===== src/intc_pkg.sv =====
// Functional notes
// No acknowledge unless global gate set
// Each source needs its own enable bit
// Vectors ext0 0003, tmr0 000B, ext1 0013
// Tmr1 001B; serial rx or tx 0023
// Software keeps port latch high for pins
// Edge select 0: low level requests
// Edge select 1: falling edge requests
// Level bit 1 means high priority
// Same or lower level never preempts
// Fixed order ext0 tmr0 ext1 tmr1 serial
// Order only for simultaneous requests
// Software writes no ones to reserved bits
// Timer flags set on overflow, cleared on vector
// One in-service marker per level
// Enable and level bit layout
package intc_pkg;
  localparam logic [1:0] ADDR_ENABLE = 2'h0;
  localparam logic [1:0] ADDR_LEVEL  = 2'h1;
  localparam logic [1:0] ADDR_STATUS = 2'h2;
  localparam logic [1:0] ADDR_MASK   = 2'h3;
  localparam int GATE_BIT = 7;
  localparam int NSRC     = 5;
  localparam logic [7:0] ENABLE_WMASK = 8'h9F;
  localparam logic [7:0] LEVEL_WMASK  = 8'h1F;
  localparam logic [7:0] ENABLE_RST   = 8'h00;
  localparam logic [7:0] LEVEL_RST    = 8'h00;
  localparam logic [15:0] VEC_EXT0 = 16'h0003;
  localparam logic [15:0] VEC_TMR0 = 16'h000B;
  localparam logic [15:0] VEC_EXT1 = 16'h0013;
  localparam logic [15:0] VEC_TMR1 = 16'h001B;
  localparam logic [15:0] VEC_SER  = 16'h0023;
  localparam int SRC_EXT0 = 0;
  localparam int SRC_TMR0 = 1;
  localparam int SRC_EXT1 = 2;
  localparam int SRC_TMR1 = 3;
  localparam int SRC_SER  = 4;
endpackage


===== src/ext_detect.sv =====
`timescale 1ns/1ps
`default_nettype none
module ext_detect (
  input  wire logic clk,
  input  wire logic rst_n,
  input  wire logic pin,
  input  wire logic edge_sel,
  input  wire logic clr,
  output logic      flag
);
  logic prev_r;
  logic flag_r;
  always_ff @(posedge clk or negedge rst_n) begin
    if (!rst_n) begin
      prev_r <= 1'b1;
    end else begin
      prev_r <= pin;
    end
  end
  // Edge mode latches until vectored; set wins over clear
  always_ff @(posedge clk or negedge rst_n) begin
    if (!rst_n) begin
      flag_r <= 1'b0;
    end else if (edge_sel && prev_r && !pin) begin
      flag_r <= 1'b1;
    end else if (clr || !edge_sel) begin
      flag_r <= 1'b0;
    end
  end
  assign flag = edge_sel ? flag_r : !pin;
endmodule
`default_nettype wire


===== src/intc_top.sv =====
`timescale 1ns/1ps
`default_nettype none
module intc_top (
  input  wire logic        clk,
  input  wire logic        rst_n,
  input  wire logic [1:0]  addr,
  input  wire logic [7:0]  wdata,
  input  wire logic        wr,
  input  wire logic        rd,
  output logic      [7:0]  rdata,
  input  wire logic        ext0_pin,
  input  wire logic        ext1_pin,
  input  wire logic        ext0_edge_sel,
  input  wire logic        ext1_edge_sel,
  input  wire logic        tmr0_ovf,
  input  wire logic        tmr1_ovf,
  input  wire logic        rx_done_flag,
  input  wire logic        tx_done_flag,
  input  wire logic        ack,
  input  wire logic        reti,
  output logic             irq_req,
  output logic      [15:0] vector,
  output logic             tmr0_ovf_flag,
  output logic             tmr1_ovf_flag,
  output logic             ext0_flag,
  output logic             ext1_flag,
  output logic             irq
);
  logic [7:0]  enable_mask_reg_r;
  logic [7:0]  level_sel_reg_r;
  logic [4:0]  status_r;
  logic [4:0]  mask_r;
  logic [7:0]  rdata_r;
  logic        tmr0_r;
  logic        tmr1_r;
  logic [1:0]  in_service_r;
  logic [15:0] vector_r;
  logic [4:0]  pending;
  logic [4:0]  eligible;
  logic [4:0]  hi_req;
  logic [4:0]  lo_req;
  logic [4:0]  pick;
  logic        pick_hi;
  logic [4:0]  take;
  logic [4:0]  status_set;

  function automatic logic [4:0] first_one(input logic [4:0] v);
    first_one = v & (~v + 5'h01);
  endfunction

  function automatic logic [15:0] vec_of(input logic [4:0] p);
    unique case (1'b1)
      p[intc_pkg::SRC_EXT0]: vec_of = intc_pkg::VEC_EXT0;
      p[intc_pkg::SRC_TMR0]: vec_of = intc_pkg::VEC_TMR0;
      p[intc_pkg::SRC_EXT1]: vec_of = intc_pkg::VEC_EXT1;
      p[intc_pkg::SRC_TMR1]: vec_of = intc_pkg::VEC_TMR1;
      default:               vec_of = intc_pkg::VEC_SER;
    endcase
  endfunction

  assign take = ack ? pick : 5'h00;

  ext_detect u_ext0 (
    .clk      (clk),
    .rst_n    (rst_n),
    .pin      (ext0_pin),
    .edge_sel (ext0_edge_sel),
    .clr      (take[intc_pkg::SRC_EXT0]),
    .flag     (ext0_flag)
  );
  ext_detect u_ext1 (
    .clk      (clk),
    .rst_n    (rst_n),
    .pin      (ext1_pin),
    .edge_sel (ext1_edge_sel),
    .clr      (take[intc_pkg::SRC_EXT1]),
    .flag     (ext1_flag)
  );

  // Timer flags: overflow sets, vectoring clears, set wins
  always_ff @(posedge clk or negedge rst_n) begin
    if (!rst_n) begin
      tmr0_r <= 1'b0;
      tmr1_r <= 1'b0;
    end else begin
      tmr0_r <= tmr0_ovf | (tmr0_r & ~take[intc_pkg::SRC_TMR0]);
      tmr1_r <= tmr1_ovf | (tmr1_r & ~take[intc_pkg::SRC_TMR1]);
    end
  end
  assign tmr0_ovf_flag = tmr0_r;
  assign tmr1_ovf_flag = tmr1_r;

  assign pending = {rx_done_flag | tx_done_flag, tmr1_r, ext1_flag, tmr0_r, ext0_flag};
  assign eligible = enable_mask_reg_r[intc_pkg::GATE_BIT]
                    ? (pending & enable_mask_reg_r[4:0]) : 5'h00; // see
  assign hi_req = eligible & level_sel_reg_r[4:0];
  assign lo_req = eligible & ~level_sel_reg_r[4:0];

  // High level blocked only by high in service; low by either
  always_comb begin
    pick    = 5'h00;
    pick_hi = 1'b0;
    if (!in_service_r[1] && hi_req != 5'h00) begin
      pick    = first_one(hi_req);
      pick_hi = 1'b1;
    end else if (in_service_r == 2'b00 && lo_req != 5'h00) begin
      pick = first_one(lo_req);
    end
  end
  assign irq_req = pick != 5'h00;
  assign vector  = vec_of(pick); // see

  // Markers: set on ack, reti clears the highest active level
  always_ff @(posedge clk or negedge rst_n) begin
    if (!rst_n) begin
      in_service_r <= 2'b00;
    end else if (ack && irq_req) begin
      in_service_r[pick_hi ? 1 : 0] <= 1'b1;
    end else if (reti) begin
      if (in_service_r[1]) begin
        in_service_r[1] <= 1'b0;
      end else begin
        in_service_r[0] <= 1'b0;
      end
    end
  end

  always_ff @(posedge clk or negedge rst_n) begin
    if (!rst_n) begin
      vector_r <= 16'h0000;
    end else if (ack && irq_req) begin
      vector_r <= vector;
    end
  end

  always_ff @(posedge clk or negedge rst_n) begin
    if (!rst_n) begin
      enable_mask_reg_r <= intc_pkg::ENABLE_RST;
      level_sel_reg_r   <= intc_pkg::LEVEL_RST;
      mask_r            <= 5'h00;
    end else if (wr) begin
      unique case (addr)
        intc_pkg::ADDR_ENABLE: enable_mask_reg_r <= wdata & intc_pkg::ENABLE_WMASK;
        intc_pkg::ADDR_LEVEL:  level_sel_reg_r <= wdata & intc_pkg::LEVEL_WMASK;
        intc_pkg::ADDR_MASK:   mask_r <= wdata[4:0];
        default: ;
      endcase
    end
  end

  // Status records accepted sources; write one clears, set wins
  assign status_set = take;
  always_ff @(posedge clk or negedge rst_n) begin
    if (!rst_n) begin
      status_r <= 5'h00;
    end else if (wr && addr == intc_pkg::ADDR_STATUS) begin
      status_r <= (status_r & ~wdata[4:0]) | status_set;
    end else begin
      status_r <= status_r | status_set;
    end
  end
  assign irq = (status_r & mask_r) != 5'h00;

  always_ff @(posedge clk or negedge rst_n) begin
    if (!rst_n) begin
      rdata_r <= 8'h00;
    end else if (rd) begin
      unique case (addr)
        intc_pkg::ADDR_ENABLE: rdata_r <= enable_mask_reg_r;
        intc_pkg::ADDR_LEVEL:  rdata_r <= level_sel_reg_r;
        intc_pkg::ADDR_STATUS: rdata_r <= {3'h0, status_r};
        default:               rdata_r <= {3'h0, mask_r};
      endcase
    end else begin
      rdata_r <= 8'h00;
    end
  end
  assign rdata = rdata_r;

  a_gate_off_no_req: assert property (@(posedge clk) disable iff (!rst_n)
    !enable_mask_reg_r[intc_pkg::GATE_BIT] |-> !irq_req)
    else $error("request with gate off");
  a_src_enable_needed: assert property (@(posedge clk) disable iff (!rst_n)
    (pick & ~enable_mask_reg_r[4:0]) == 5'h00)
    else $error("disabled source picked");
  a_vec_ext0: assert property (@(posedge clk) disable iff (!rst_n)
    pick[intc_pkg::SRC_EXT0] |-> vector == 16'h0003)
    else $error("wrong ext0 vector");
  a_vec_serial: assert property (@(posedge clk) disable iff (!rst_n)
    pick[intc_pkg::SRC_SER] |-> vector == 16'h0023)
    else $error("wrong serial vector");
  a_level_mode: assert property (@(posedge clk) disable iff (!rst_n)
    !ext0_edge_sel |-> ext0_flag == !ext0_pin)
    else $error("level mode mismatch");
  a_fall_edge: assert property (@(posedge clk) disable iff (!rst_n)
    ext0_edge_sel && $past(ext0_edge_sel) && $fell(ext0_pin) |-> ##1 ext0_flag)
    else $error("falling edge missed");
  a_hi_first: assert property (@(posedge clk) disable iff (!rst_n)
    hi_req != 5'h00 && !in_service_r[1] |-> pick_hi)
    else $error("high level not preferred");
  a_no_preempt: assert property (@(posedge clk) disable iff (!rst_n)
    in_service_r[1] |-> !irq_req)
    else $error("preempt of high service");
  a_fixed_order: assert property (@(posedge clk) disable iff (!rst_n)
    irq_req |-> $onehot(pick) && ((pick - 5'h01) & (pick_hi ? hi_req : lo_req)) == 5'h00)
    else $error("order violated");
  a_tmr_clear: assert property (@(posedge clk) disable iff (!rst_n)
    take[intc_pkg::SRC_TMR0] && !tmr0_ovf |=> !tmr0_ovf_flag)
    else $error("timer flag not cleared");
  a_marker_set: assert property (@(posedge clk) disable iff (!rst_n)
    ack && pick_hi |=> in_service_r[1])
    else $error("marker not set");
  a_gate_blocks_all: assert property (@(posedge clk) disable iff (!rst_n)
    !enable_mask_reg_r[intc_pkg::GATE_BIT] |-> eligible == 5'h00)
    else $error("eligible source with gate off");
  a_vec_tmr0: assert property (@(posedge clk) disable iff (!rst_n)
    pick[intc_pkg::SRC_TMR0] |-> vector == intc_pkg::VEC_TMR0)
    else $error("wrong tmr0 vector");
  a_vec_ext1: assert property (@(posedge clk) disable iff (!rst_n)
    pick[intc_pkg::SRC_EXT1] |-> vector == intc_pkg::VEC_EXT1)
    else $error("wrong ext1 vector");
  a_vec_tmr1: assert property (@(posedge clk) disable iff (!rst_n)
    pick[intc_pkg::SRC_TMR1] |-> vector == intc_pkg::VEC_TMR1)
    else $error("wrong tmr1 vector");
  a_ser_shared: assert property (@(posedge clk) disable iff (!rst_n)
    pick[intc_pkg::SRC_SER] |-> (rx_done_flag || tx_done_flag))
    else $error("serial picked without flag");
  a_level_mode1: assert property (@(posedge clk) disable iff (!rst_n)
    !ext1_edge_sel |-> ext1_flag == !ext1_pin)
    else $error("ext1 level mode mismatch");
  a_fall_edge1: assert property (@(posedge clk) disable iff (!rst_n)
    ext1_edge_sel && $past(ext1_edge_sel) && $fell(ext1_pin) |-> ##1 ext1_flag)
    else $error("ext1 falling edge missed");
  a_lo_behind_hi: assert property (@(posedge clk) disable iff (!rst_n)
    irq_req && !pick_hi |-> hi_req == 5'h00)
    else $error("low picked over high");
  a_nest_allowed: assert property (@(posedge clk) disable iff (!rst_n)
    in_service_r == 2'b01 && hi_req != 5'h00 |-> irq_req && pick_hi)
    else $error("high request not nested");
  a_low_blocked: assert property (@(posedge clk) disable iff (!rst_n)
    in_service_r[0] && !pick_hi |-> !irq_req)
    else $error("same level preempted");
  a_lo_when_idle: assert property (@(posedge clk) disable iff (!rst_n)
    in_service_r == 2'b00 && hi_req == 5'h00 && lo_req != 5'h00 |-> irq_req && !pick_hi)
    else $error("idle low request not offered");
  a_tmr0_set: assert property (@(posedge clk) disable iff (!rst_n)
    tmr0_ovf |=> tmr0_ovf_flag)
    else $error("tmr0 flag not set");
  a_tmr1_set: assert property (@(posedge clk) disable iff (!rst_n)
    tmr1_ovf |=> tmr1_ovf_flag)
    else $error("tmr1 flag not set");
  a_tmr1_clear: assert property (@(posedge clk) disable iff (!rst_n)
    take[intc_pkg::SRC_TMR1] && !tmr1_ovf |=> !tmr1_ovf_flag)
    else $error("tmr1 flag not cleared");
  a_marker_lo: assert property (@(posedge clk) disable iff (!rst_n)
    ack && irq_req && !pick_hi |=> in_service_r[0])
    else $error("low marker not set");
  a_reti_clear_hi: assert property (@(posedge clk) disable iff (!rst_n)
    reti && !ack && in_service_r[1] |=> !in_service_r[1])
    else $error("high marker not cleared");
  a_enable_layout: assert property (@(posedge clk) disable iff (!rst_n)
    wr && addr == intc_pkg::ADDR_ENABLE |=>
      enable_mask_reg_r == $past(wdata & intc_pkg::ENABLE_WMASK))
    else $error("enable write wrong");
  a_level_layout: assert property (@(posedge clk) disable iff (!rst_n)
    wr && addr == intc_pkg::ADDR_LEVEL |=>
      level_sel_reg_r == $past(wdata & intc_pkg::LEVEL_WMASK))
    else $error("level write wrong");
  a_vector_held: assert property (@(posedge clk) disable iff (!rst_n)
    ack && irq_req |=> vector_r == $past(vector))
    else $error("accepted vector not held");
  a_status_set: assert property (@(posedge clk) disable iff (!rst_n)
    take != 5'h00 |=> (status_r & $past(take)) == $past(take))
    else $error("status not set on accept");
  a_rdata_idle: assert property (@(posedge clk) disable iff (!rst_n)
    !rd |=> rdata == 8'h00)
    else $error("read data without read");
  c_low_taken: cover property (@(posedge clk) disable iff (!rst_n) ack && irq_req && !pick_hi);
  c_edge_ext: cover property (@(posedge clk) disable iff (!rst_n)
    ext0_edge_sel && ack && pick[intc_pkg::SRC_EXT0]);
  c_nested: cover property (@(posedge clk) disable iff (!rst_n)
    in_service_r[0] && ack && pick_hi);
  c_serial: cover property (@(posedge clk) disable iff (!rst_n) ack && pick[intc_pkg::SRC_SER]);
endmodule
`default_nettype wire


===== config.mk =====
export PLATFORM = sky130hd
export DESIGN_NAME = intc_top
export DESIGN_NICKNAME = d
export VERILOG_FILES = /design/src/intc_pkg.sv /design/src/ext_detect.sv /design/src/intc_top.sv
export SDC_FILE = /design/constraint.sdc
export NUM_CORES = 1
export LEC_CHECK = 0
export ABC_AREA = 1
export BUFFER_PORTS_ARGS = -buffer_cell sky130_fd_sc_hd__clkbuf_2
export CAP_MARGIN = 5
export CORE_ASPECT_RATIO = 1.1
export CORE_MARGIN = 4
export CORE_UTILIZATION = 35
export CTS_BUF_LIST = sky130_fd_sc_hd__clkbuf_8
export DETAILED_ROUTE_END_ITERATION = 7
export GPL_ROUTABILITY_DRIVEN = 0
export PLACE_DENSITY = 0.61
export SYNTH_ARGS = -nofsm -noshare
export SYNTH_HDL_FRONTEND = slang
export SYNTH_SLANG_ARGS = --single-unit

===== constraint.sdc =====
create_clock -name clk -period 1.75 [get_ports clk]
set_input_delay 0.35 -clock clk [delete_from_list [all_inputs] [get_ports clk]]
set_output_delay 0.35 -clock clk [all_outputs]
set_load 0.03 [all_outputs]

==> results_dict.tcl, run 1 <==
set metrics [dict create \
    cpMaxStageDelayCell "dfrtp_2" \
    dr.pass1.iters 4 \
    cp-start-kind "register" \
    intPower_mw 1.84 \
    fp.dieW_um 79.0 \
    total_power_mw 2.98 \
    cp-end-kind "output port" \
    die_height_um 86.0 \
    cts_sinks 35 \
    path_cells "nand4_1, nand2_2, nor2_4, nand2_4, nand2_4, nand2_2, nand2_4, inv_2, nand2_4, nor3_4, clkbuf_8" \
    antenna_found_initial 0 \
    met1Wirelength_um 2050 \
    setup_slack_ps -505 \
    hold_slack_ps 80.0 \
    hold_buffers 0 \
    drt_iter0_markers 79 \
    worstRegToRegCells 12 \
    place_area_mm2 0.00246 \
    port_buffers 36 \
    ir_drop_mv 0.764 \
    antenna-diode-count 0 \
    drc 0 \
    cts-root-buf "clkbuf_8" \
    power_density_mw_per_mm2 1100 \
    leakagePower_nw 1.45 \
    grt_pass1_vias 1681 \
    hold_viol_final 0 \
    seqPwrFrac_pct 36.7 \
    worstSkewPairLatency_ps 290 \
    grt_max_degree 36 \
    critPathKind "register to output port" \
    combinationalPowerShare_pct 42.2 \
    power.share.clock_pct 21.1 \
    synth.distinct_cells 30 \
    place_inst 391 \
    overflow 0 \
    rows 28 \
    clk_transition_reported_paths_ps 80 \
    layout-drive-gt1-share_pct 39.9 \
    wl_met2_um 2320 \
    setup_tns_ps -2060 \
    period_share_pct 129 \
    maxUsedRoutingLayer "met4" \
    switching_power_mw 1.14 \
    drv_slew 0 \
    start_util_pct 36.2 \
    h-tree-depth 2 \
    drv_cap 0 \
    slowest_delay_ps 470 \
    via_count 1791 \
    synth_seq_area_share_pct 45.3 \
    mostFrequentLayoutCell "nand2_1" \
    violations "negative setup slack" \
    wirelength_um 4600 \
    r2r_slack_ps -70 \
    swShare_pct 38.2 \
    ant_nets 0 \
    routed_via_density 4.44 \
    post-route-min-period_ps 2250 \
    final_cell_mix "nand2_1, buf_4, dfrtp_1, clkbuf_2, inv_1" \
    wl_per_cell_um 11.4 \
    path_max_fanout 8 \
    syn_area_per_cell_um2 7.81 \
    hpwl_um 3590 \
    fmax_mhz 444 \
    crit_path_frequent_cell "nand2_4" \
    final_util_pct 50.3 \
    finalSetupViolations 6 \
    area_growth_pct 39.1 \
    grt_pass1_wl_um 7780 \
    dieArea_mm2 0.00679 \
    synth-seq-cells 35 \
    grt_use_total_pct 14.9 \
    run_status "complete, but fails checks" \
    stdcell_area_mm2 0.00270 \
    rsz0062_at_grt "yes" \
    crit_required_ps 1400 \
    dp_slack_ps -408 \
    fin_skew_ps 8.77 \
    synth_area_mm2 0.00194 \
    core_area_mm2 0.00536 \
    yosys_warnings 0 \
    numCtsBuffers 5 \
    wl_met3_um 159 \
    arrival_ps 1900 \
    nets 351 \
    ios 54 \
    layoutNonFillerInstCount 403 \
    hold_class "input port to asynchronous set/reset pin" \
    clk_path_buf_depth 2 \
    synth_cells 248 \
    tritoncts "built" \
]
==> worst max-delay path, delay by kind of cell (launching register included) <==
family | cells | cell delay (ps)
and+or+nand+nor | 9 | 900
DFF | 1 | 470
buffers and inverters | 2 | 260
==> routing by layer <==
metal  track usage (%)  vias to the layer above
met5                 0                        -
met4              6.09                        0
met3              3.05                        4
met2              25.6                       41
met1              18.1                      823
li1                  -                      923
==> final cells by class <==
type / count / area (µm²)
repair buffers: 76 / 519
multi-input cells: 175 / 973
fillers: 547 / 2660
well taps: 75 / 93.8
flip-flops and latches: 35 / 881
inverters: 34 / 130
clock inverters: 2 / 16.3
clock buffers: 6 / 82.6
==> path summary, 6_finish.rpt <==
kind,startpoint,to
setup / recovery,enable_mask_reg_r[7]$_DFFE_PN0P_,vector[5]
hold / removal,rst_n,u_ext1.flag_r$_DFFE_PN0P_
setup reg to reg,enable_mask_reg_r[7]$_DFFE_PN0P_,in_service_r[0]$_DFFE_PN0P_
hold reg to reg,mask_r[1]$_DFFE_PN0P_,mask_r[1]$_DFFE_PN0P_
max in group asynchronous,rst_n,u_ext0.prev_r$_DFF_PN1_
min in group clk,tmr0_ovf,tmr0_ovf_flag$_DFF_PN0_
==> power by group through the flow <==
stage / combinational (mW) / sequential [mW] / clock (mW)
2_1_floorplan: 0.699 / 1.11 / 0
3_3_place_gp: 1.12 / 1.10 / 0
3_5_place_dp: 1.12 / 1.10 / 0
6_report: 1.26 / 1.09 / 0.628
5_1_grt: 1.39 / 1.12 / 0.685
4_1_cts: 1.25 / 1.09 / 0.645
==> repair_timing <==
action	CTS	global route
buffers inserted	4	0
pin swaps	12	6
resized for setup	20	10
endpoints found under the setup margin	10	13
==> cells by family (layout without fill, tap and decap cells) <==
| group | after synthesis | count (layout) | synth area share [%] |
|---|---|---|---|
| AOI/OAI and AO/OA | 38 | 38 | 11.5 |
| buffers and inverters | 51 | 118 | 13.2 |
| DFF | 35 | 35 | 45.3 |
| muxes | 1 | 1 | 0.581 |
| other | 2 | 15 | 0.387 |
| and+or+nand+nor | 121 | 121 | 29.1 |
==> state kept, by name (all words and copies together) (netlist names), 2 cells and up <==
| register | count |
|---|---|
| enable_mask_reg_r | 6 |
| rdata | 6 |
| level_sel_reg_r | 5 |
| mask_r | 5 |
| status_r | 5 |
| in_service_r | 2 |
==> cells in the mapped netlist (all sizes together) <==
cell | number | share of area [%]
a21o | 1 | 0.39
a21oi | 2 | 0.90
a221oi | 1 | 0.45
and3 | 1 | 0.32
buf | 16 | 6.4
clkbuf | 1 | 0.19
conb | 2 | 0.39
dfrtp | 33 | 43
dfstp | 2 | 2.7
inv | 34 | 6.6
mux2 | 1 | 0.58
nand2 | 79 | 17
nand3 | 14 | 4.1
nand3b | 1 | 0.39
nand4 | 8 | 2.6
nor2 | 15 | 3.7
nor3 | 2 | 0.77
o211a | 1 | 0.52
o21ai | 31 | 8.6
o22ai | 2 | 0.65
or2 | 1 | 0.32
Note: power is estimated with default switching activity, not from simulation.
==> run 2: changes to the inputs <==
Settings changed: CORE_ASPECT_RATIO 1.1 to 1.2, SYNTH_HIERARCHICAL from default to 1.
==> results_dict.tcl, run 2 <==
set metrics [dict create \
    dieArea_mm2 0.00707 \
    drt_iter0_markers 87 \
    fin_skew_ps 7.98 \
    ir_drop_mv 0.597 \
    async_flop_share_pct 100 \
    total_power_mw 3.22 \
    multiInputGateArea_mm2 0.00105 \
    area_growth_pct 39.7 \
    fmax_mhz 435 \
    dr.pass1.iters 4 \
    path_max_fanout 9 \
    h-tree-depth 2 \
    crit_required_ps 1400 \
    fp.dieW_um 77.5 \
    cp-end-kind "output port" \
    hold_slack_ps 83.3 \
    nets 360 \
    synth_cells 253 \
    die_height_um 91.3 \
    seqCellArea_um2 878 \
    core_area_mm2 0.00563 \
    synth-seq-cells 35 \
    ios 54 \
    setup_slack_ps -548 \
    grt_pass1_wl_um 8620 \
    cp-start-kind "register" \
    synth_area_mm2 0.00203 \
    rr_endpoint "in_service_r[0]$_DFFE_PN0P_" \
    finalSetupViolations 7 \
    tritoncts "built" \
    start_util_pct 36.0 \
    overflow 0 \
    grt_max_degree 36 \
    worstSkewPairLatency_ps 290 \
    yosysTopAreaCell "dfrtp_1" \
    hpwl_um 3890 \
    rsz0062_at_grt "yes" \
    synth_edf_count 0 \
    antenna-diode-count 0 \
    wirelength_um 5060 \
    fillers 566 \
    routed_via_density 4.65 \
    power_density_mw_per_mm2 1140 \
    clk_transition_reported_paths_ps 80 \
    run_status "complete, but fails checks" \
    antenna_found_initial 0 \
    r2r_slack_ps -230 \
    timing.rr.start "enable_mask_reg_r[7]$_DFFE_PN0P_" \
    hold_buffers 0 \
    drc 0 \
    final_cell_mix "nand2_1, buf_4, inv_1, dfrtp_1, clkbuf_2" \
    rows 30 \
    hold_viol_final 0 \
    grt_use_total_pct 15.3 \
    wl_per_cell_um 12.6 \
    synth_top_area_share_pct 40.8 \
    hold_class "input port to asynchronous set/reset pin" \
    layout-drive-gt1-share_pct 39.2 \
    post-route-min-period_ps 2300 \
    via_count 1864 \
    period_share_pct 131 \
    clk_path_buf_depth 2 \
    grt_pass1_vias 1846 \
    violations "negative setup slack" \
    drv_slew 0 \
    ant_nets 0 \
    synthTopCellsByCount "nand2_1, inv_1, dfrtp_1" \
    cts_sinks 35 \
    mostFrequentLayoutCell "nand2_1" \
    drv_cap 0 \
    arrival_ps 1950 \
    dp_slack_ps -455 \
    yosysMostFrequentCell "nand2_1" \
    yosys_warnings 6 \
    synth_ff_type "dfrtp_1" \
    leakagePower_nw 1.50 \
    synth_seq_area_share_pct 43.4 \
    syn_area_per_cell_um2 8.01 \
    cts-root-buf "clkbuf_8" \
    synth.distinct_cells 26 \
    worstRegToRegCells 14 \
    critPathKind "register to output port" \
    port_buffers 36 \
    numCtsBuffers 5 \
    synth_area_leaders "dfrtp_1, nand2_1, o21ai_0, inv_1, buf_4" \
]
==> run 2: changes by cell type in the layout (fill, tap and decap cells not counted), moves of 3 or more <==
| cell | before | now |
|---|---|---|
| nor2_4 | 3 | 8 |
| inv_1 | 28 | 33 |
| nand3_4 | 1 | 7 |
| o21ai_0 | 23 | 26 |
| nand3_2 | 4 | 1 |
| inv_2 | 5 | 2 |
| nand2_2 | 11 | 8 |
==> run 2: area by class of cell <==
| cell class | count | share of cell area, % |
|---|---|---|
| flip-flops and latches | 35 | 31.0 |
| repair buffers | 80 | 19.9 |
| multi-input cells | 178 | 37.2 |
| well taps | 64 | 2.83 |
| clock inverters | 2 | 1.24 |
| clock buffers | 6 | 2.92 |
| inverters | 36 | 4.86 |
==> run 2: routing by layer <==
| layer | GRT usage, % | wire (µm) |
|---|---|---|
| met5 | 0 | 0 |
| met4 | 5.49 | 72 |
| met3 | 2.98 | 167 |
| met2 | 27.1 | 2650 |
| met1 | 18.2 | 2170 |
==> run 2: worst max path at each step <==
stage                                           from        end  slack [ps]  depth (start not counted)
finish              enable_mask_reg_r[7]$_DFFE_PN0P_    irq_req        -550                         11
global route        enable_mask_reg_r[7]$_DFFE_PN0P_  vector[5]        -640                         11
CTS                        u_ext0/flag_r$_DFFE_PN0P_    irq_req        -540                         12
detailed placement                     ext0_edge_sel  vector[5]        -460                         13
global placement                       ext0_edge_sel  vector[5]        -370                         13
floorplan                              ext1_edge_sel  vector[5]        -350                          9
==> run 2: power breakdown <==
group / switching, mW / internal, mW
Clock: 0.300 / 0.461
Sequential: 0.131 / 0.966
Combinational: 0.770 / 0.594
Total: 1.20 / 2.02
==> run 2: timing repair <==
item,4_1_cts,5_1_grt
endpoints found under the setup margin,9,14
pin swaps,5,8
setup buffers,6,2
resized for setup,18,10
==> run 2: metrics by stage <==
stage                     setup TNS [ps]  area [µm²]  instances  util, %
final                              -2520        2830        401     50.3
after global routing               -3630        2830        401     50.3
after CTS                          -2440        2800        399     49.6
after detailed placement           -2500        2560        385     45.5
after global placement             -2040        2560        385     45.5
after floorplan                     -898        2150        266        -
==> run 2: cells by family after synthesis <==
logic type	synth area share, %
AND/OR/NAND/NOR	32.8
multiplexers	0.556
flip-flops	43.4
AO/OA/AOI/OAI	9.94
other	0.371
buffers and inverters	13.0
==> run 2: critical path: stages (launching register included) <==
cell	delay [ps]
dfrtp_1	400
buf_12	160
nand3_4	80
nor2_4	40
nor2_4	140
nand3_4	120
nand2_4	120
nand2_2	70
buf_4	140
a21oi_4	140
nand3_4	100
buf_8	150
==> run 3: changes to the inputs <==
Settings changed: CORE_UTILIZATION 35 to 40, PLACE_DENSITY 0.61 to 0.67.
==> results_dict.tcl, run 3 (same netlist as run 2, synthesis figures left out) <==
set metrics [dict create \
    run_status "complete, but fails checks" \
    violations "negative setup slack" \
    clk_path_buf_depth 2 \
    period_share_pct 133 \
    crit_path_frequent_cell "nand3_4" \
    wirelength_um 5440 \
    fp.dieW_um 73.0 \
    cp-start-kind "register" \
    slowest_delay_ps 400 \
    drv_cap 0 \
    antenna-diode-count 0 \
    drt_iter0_markers 86 \
    setup_tns_ps -3600 \
    numCtsBuffers 5 \
    mostFrequentLayoutCell "nand2_1" \
    dr.pass1.iters 4 \
    clk_transition_reported_paths_ps 80 \
    worstSkewPairLatency_ps 300 \
    tritoncts "built" \
    cts-root-buf "clkbuf_8" \
    multiInputGateArea_mm2 0.00109 \
    drv_slew 0 \
    crit_required_ps 1400 \
    start_util_pct 41.3 \
    core_area_mm2 0.00490 \
    ant_nets 0 \
    routed_via_density 4.75 \
    post-route-min-period_ps 2340 \
    crit_buf_inv 3 \
    ios 54 \
    wl_per_cell_um 13.5 \
    rows 28 \
    area_growth_pct 44.0 \
    grt_pass1_vias 1856 \
    power_density_mw_per_mm2 1140 \
    final_cell_mix "nand2_1, buf_4, inv_1, dfrtp_1, clkbuf_2" \
    dieArea_mm2 0.00627 \
    layout-drive-gt1-share_pct 41.4 \
    drc 0 \
    setup_slack_ps -586 \
    h-tree-depth 2 \
    place_inst 379 \
    arrival_ps 1990 \
    rsz0062_at_grt "yes" \
    seqCellArea_um2 878 \
    hold_slack_ps 78.9 \
    cp-end-kind "output port" \
    grt_pass1_wl_um 8490 \
    cpMaxStageDelayCell "dfrtp_1" \
    nets 366 \
    layoutNonFillerInstCount 403 \
    leakagePower_nw 1.54 \
    fillers 431 \
    grt_use_total_pct 17.7 \
    rr_endpoint "in_service_r[0]$_DFFE_PN0P_" \
    critPathKind "register to output port" \
    worstRegToRegCells 15 \
    path_cells "buf_12, nand3_4, nor2_4, nor2_4, nand3_4, nand2_4, nand2_4, buf_6, a21oi_4, nand3_4, buf_8" \
    port_buffers 36 \
    die_height_um 86.0 \
    overflow 0 \
    hold_class "input port to asynchronous set/reset pin" \
    path_max_fanout 9 \
    hpwl_um 3730 \
    fin_skew_ps 11.8 \
    stdcell_area_mm2 0.00292 \
    hold_viol_final 0 \
    finalSetupViolations 10 \
    antenna_found_initial 0 \
    final_util_pct 59.5 \
    via_count 1913 \
    place_area_mm2 0.00254 \
    grt_max_degree 36 \
    r2r_slack_ps -380 \
    ir_drop_mv 0.498 \
    fmax_mhz 428 \
    timing.rr.start "enable_mask_reg_r[7]$_DFFE_PN0P_" \
    crit_family "simple AND/OR/NAND/NOR gates" \
    cts_sinks 35 \
]
==> run 3: final cells by class <==
cell class / count / area share (%)
clock buffers: 5 / 2.36
clock inverters: 3 / 1.50
inverters: 36 / 4.72
multi-input cells: 178 / 37.4
flip-flops and latches: 35 / 30.1
well taps: 60 / 2.57
repair buffers: 86 / 21.4
==> run 3: power breakdown <==
group / switching (mW) / internal, mW / leakage, nW
registers: 0.135 / 0.966 / 0.433
clock network: 0.309 / 0.424 / 0.0581
logic: 0.823 / 0.662 / 1.04
==> run 3: how the worst max path moves through the flow <==
stage	startpoint	end	depth (start not counted)
after CTS	u_ext0/flag_r$_DFFE_PN0P_	irq_req	12
after detailed placement	ext0_edge_sel	vector[5]	13
final	enable_mask_reg_r[7]$_DFFE_PN0P_	irq_req	11
after floorplan	ext1_edge_sel	vector[5]	9
after global placement	ext0_edge_sel	vector[5]	13
after global routing	u_ext1/flag_r$_DFFE_PN0P_	irq_req	12
==> run 3: through the flow <==
stage	total power, mW	setup slack (ps)
global placement	2.24	-371
CTS	3.18	-545
global route	3.51	-679
detailed placement	2.26	-427
finish	3.32	-586
floorplan	1.86	-354
==> run 3: timing repair <==
item	CTS	global route
endpoints found under the setup margin	9	16
hold endpoints to repair	0	0
gates resized for setup	20	23
buffers inserted	7	9
pin swaps	6	12
hold buffers	0	0
==> run 3: worst reg2reg max path: cells and delay by family (launching register included) <==
family          cells  cell delay (ps)
compound gates      2              200
buf+inv             5              650
simple gates        8              780
flops               1              400
==> run 3: layer usage <==
metal	up-vias	track usage, %	share of wire, %
met5	-	0	0
met4	0	6.04	2.3
met3	12	4.69	5.1
met2	52	31.1	53
met1	893	20.3	40
li1	956	-	-
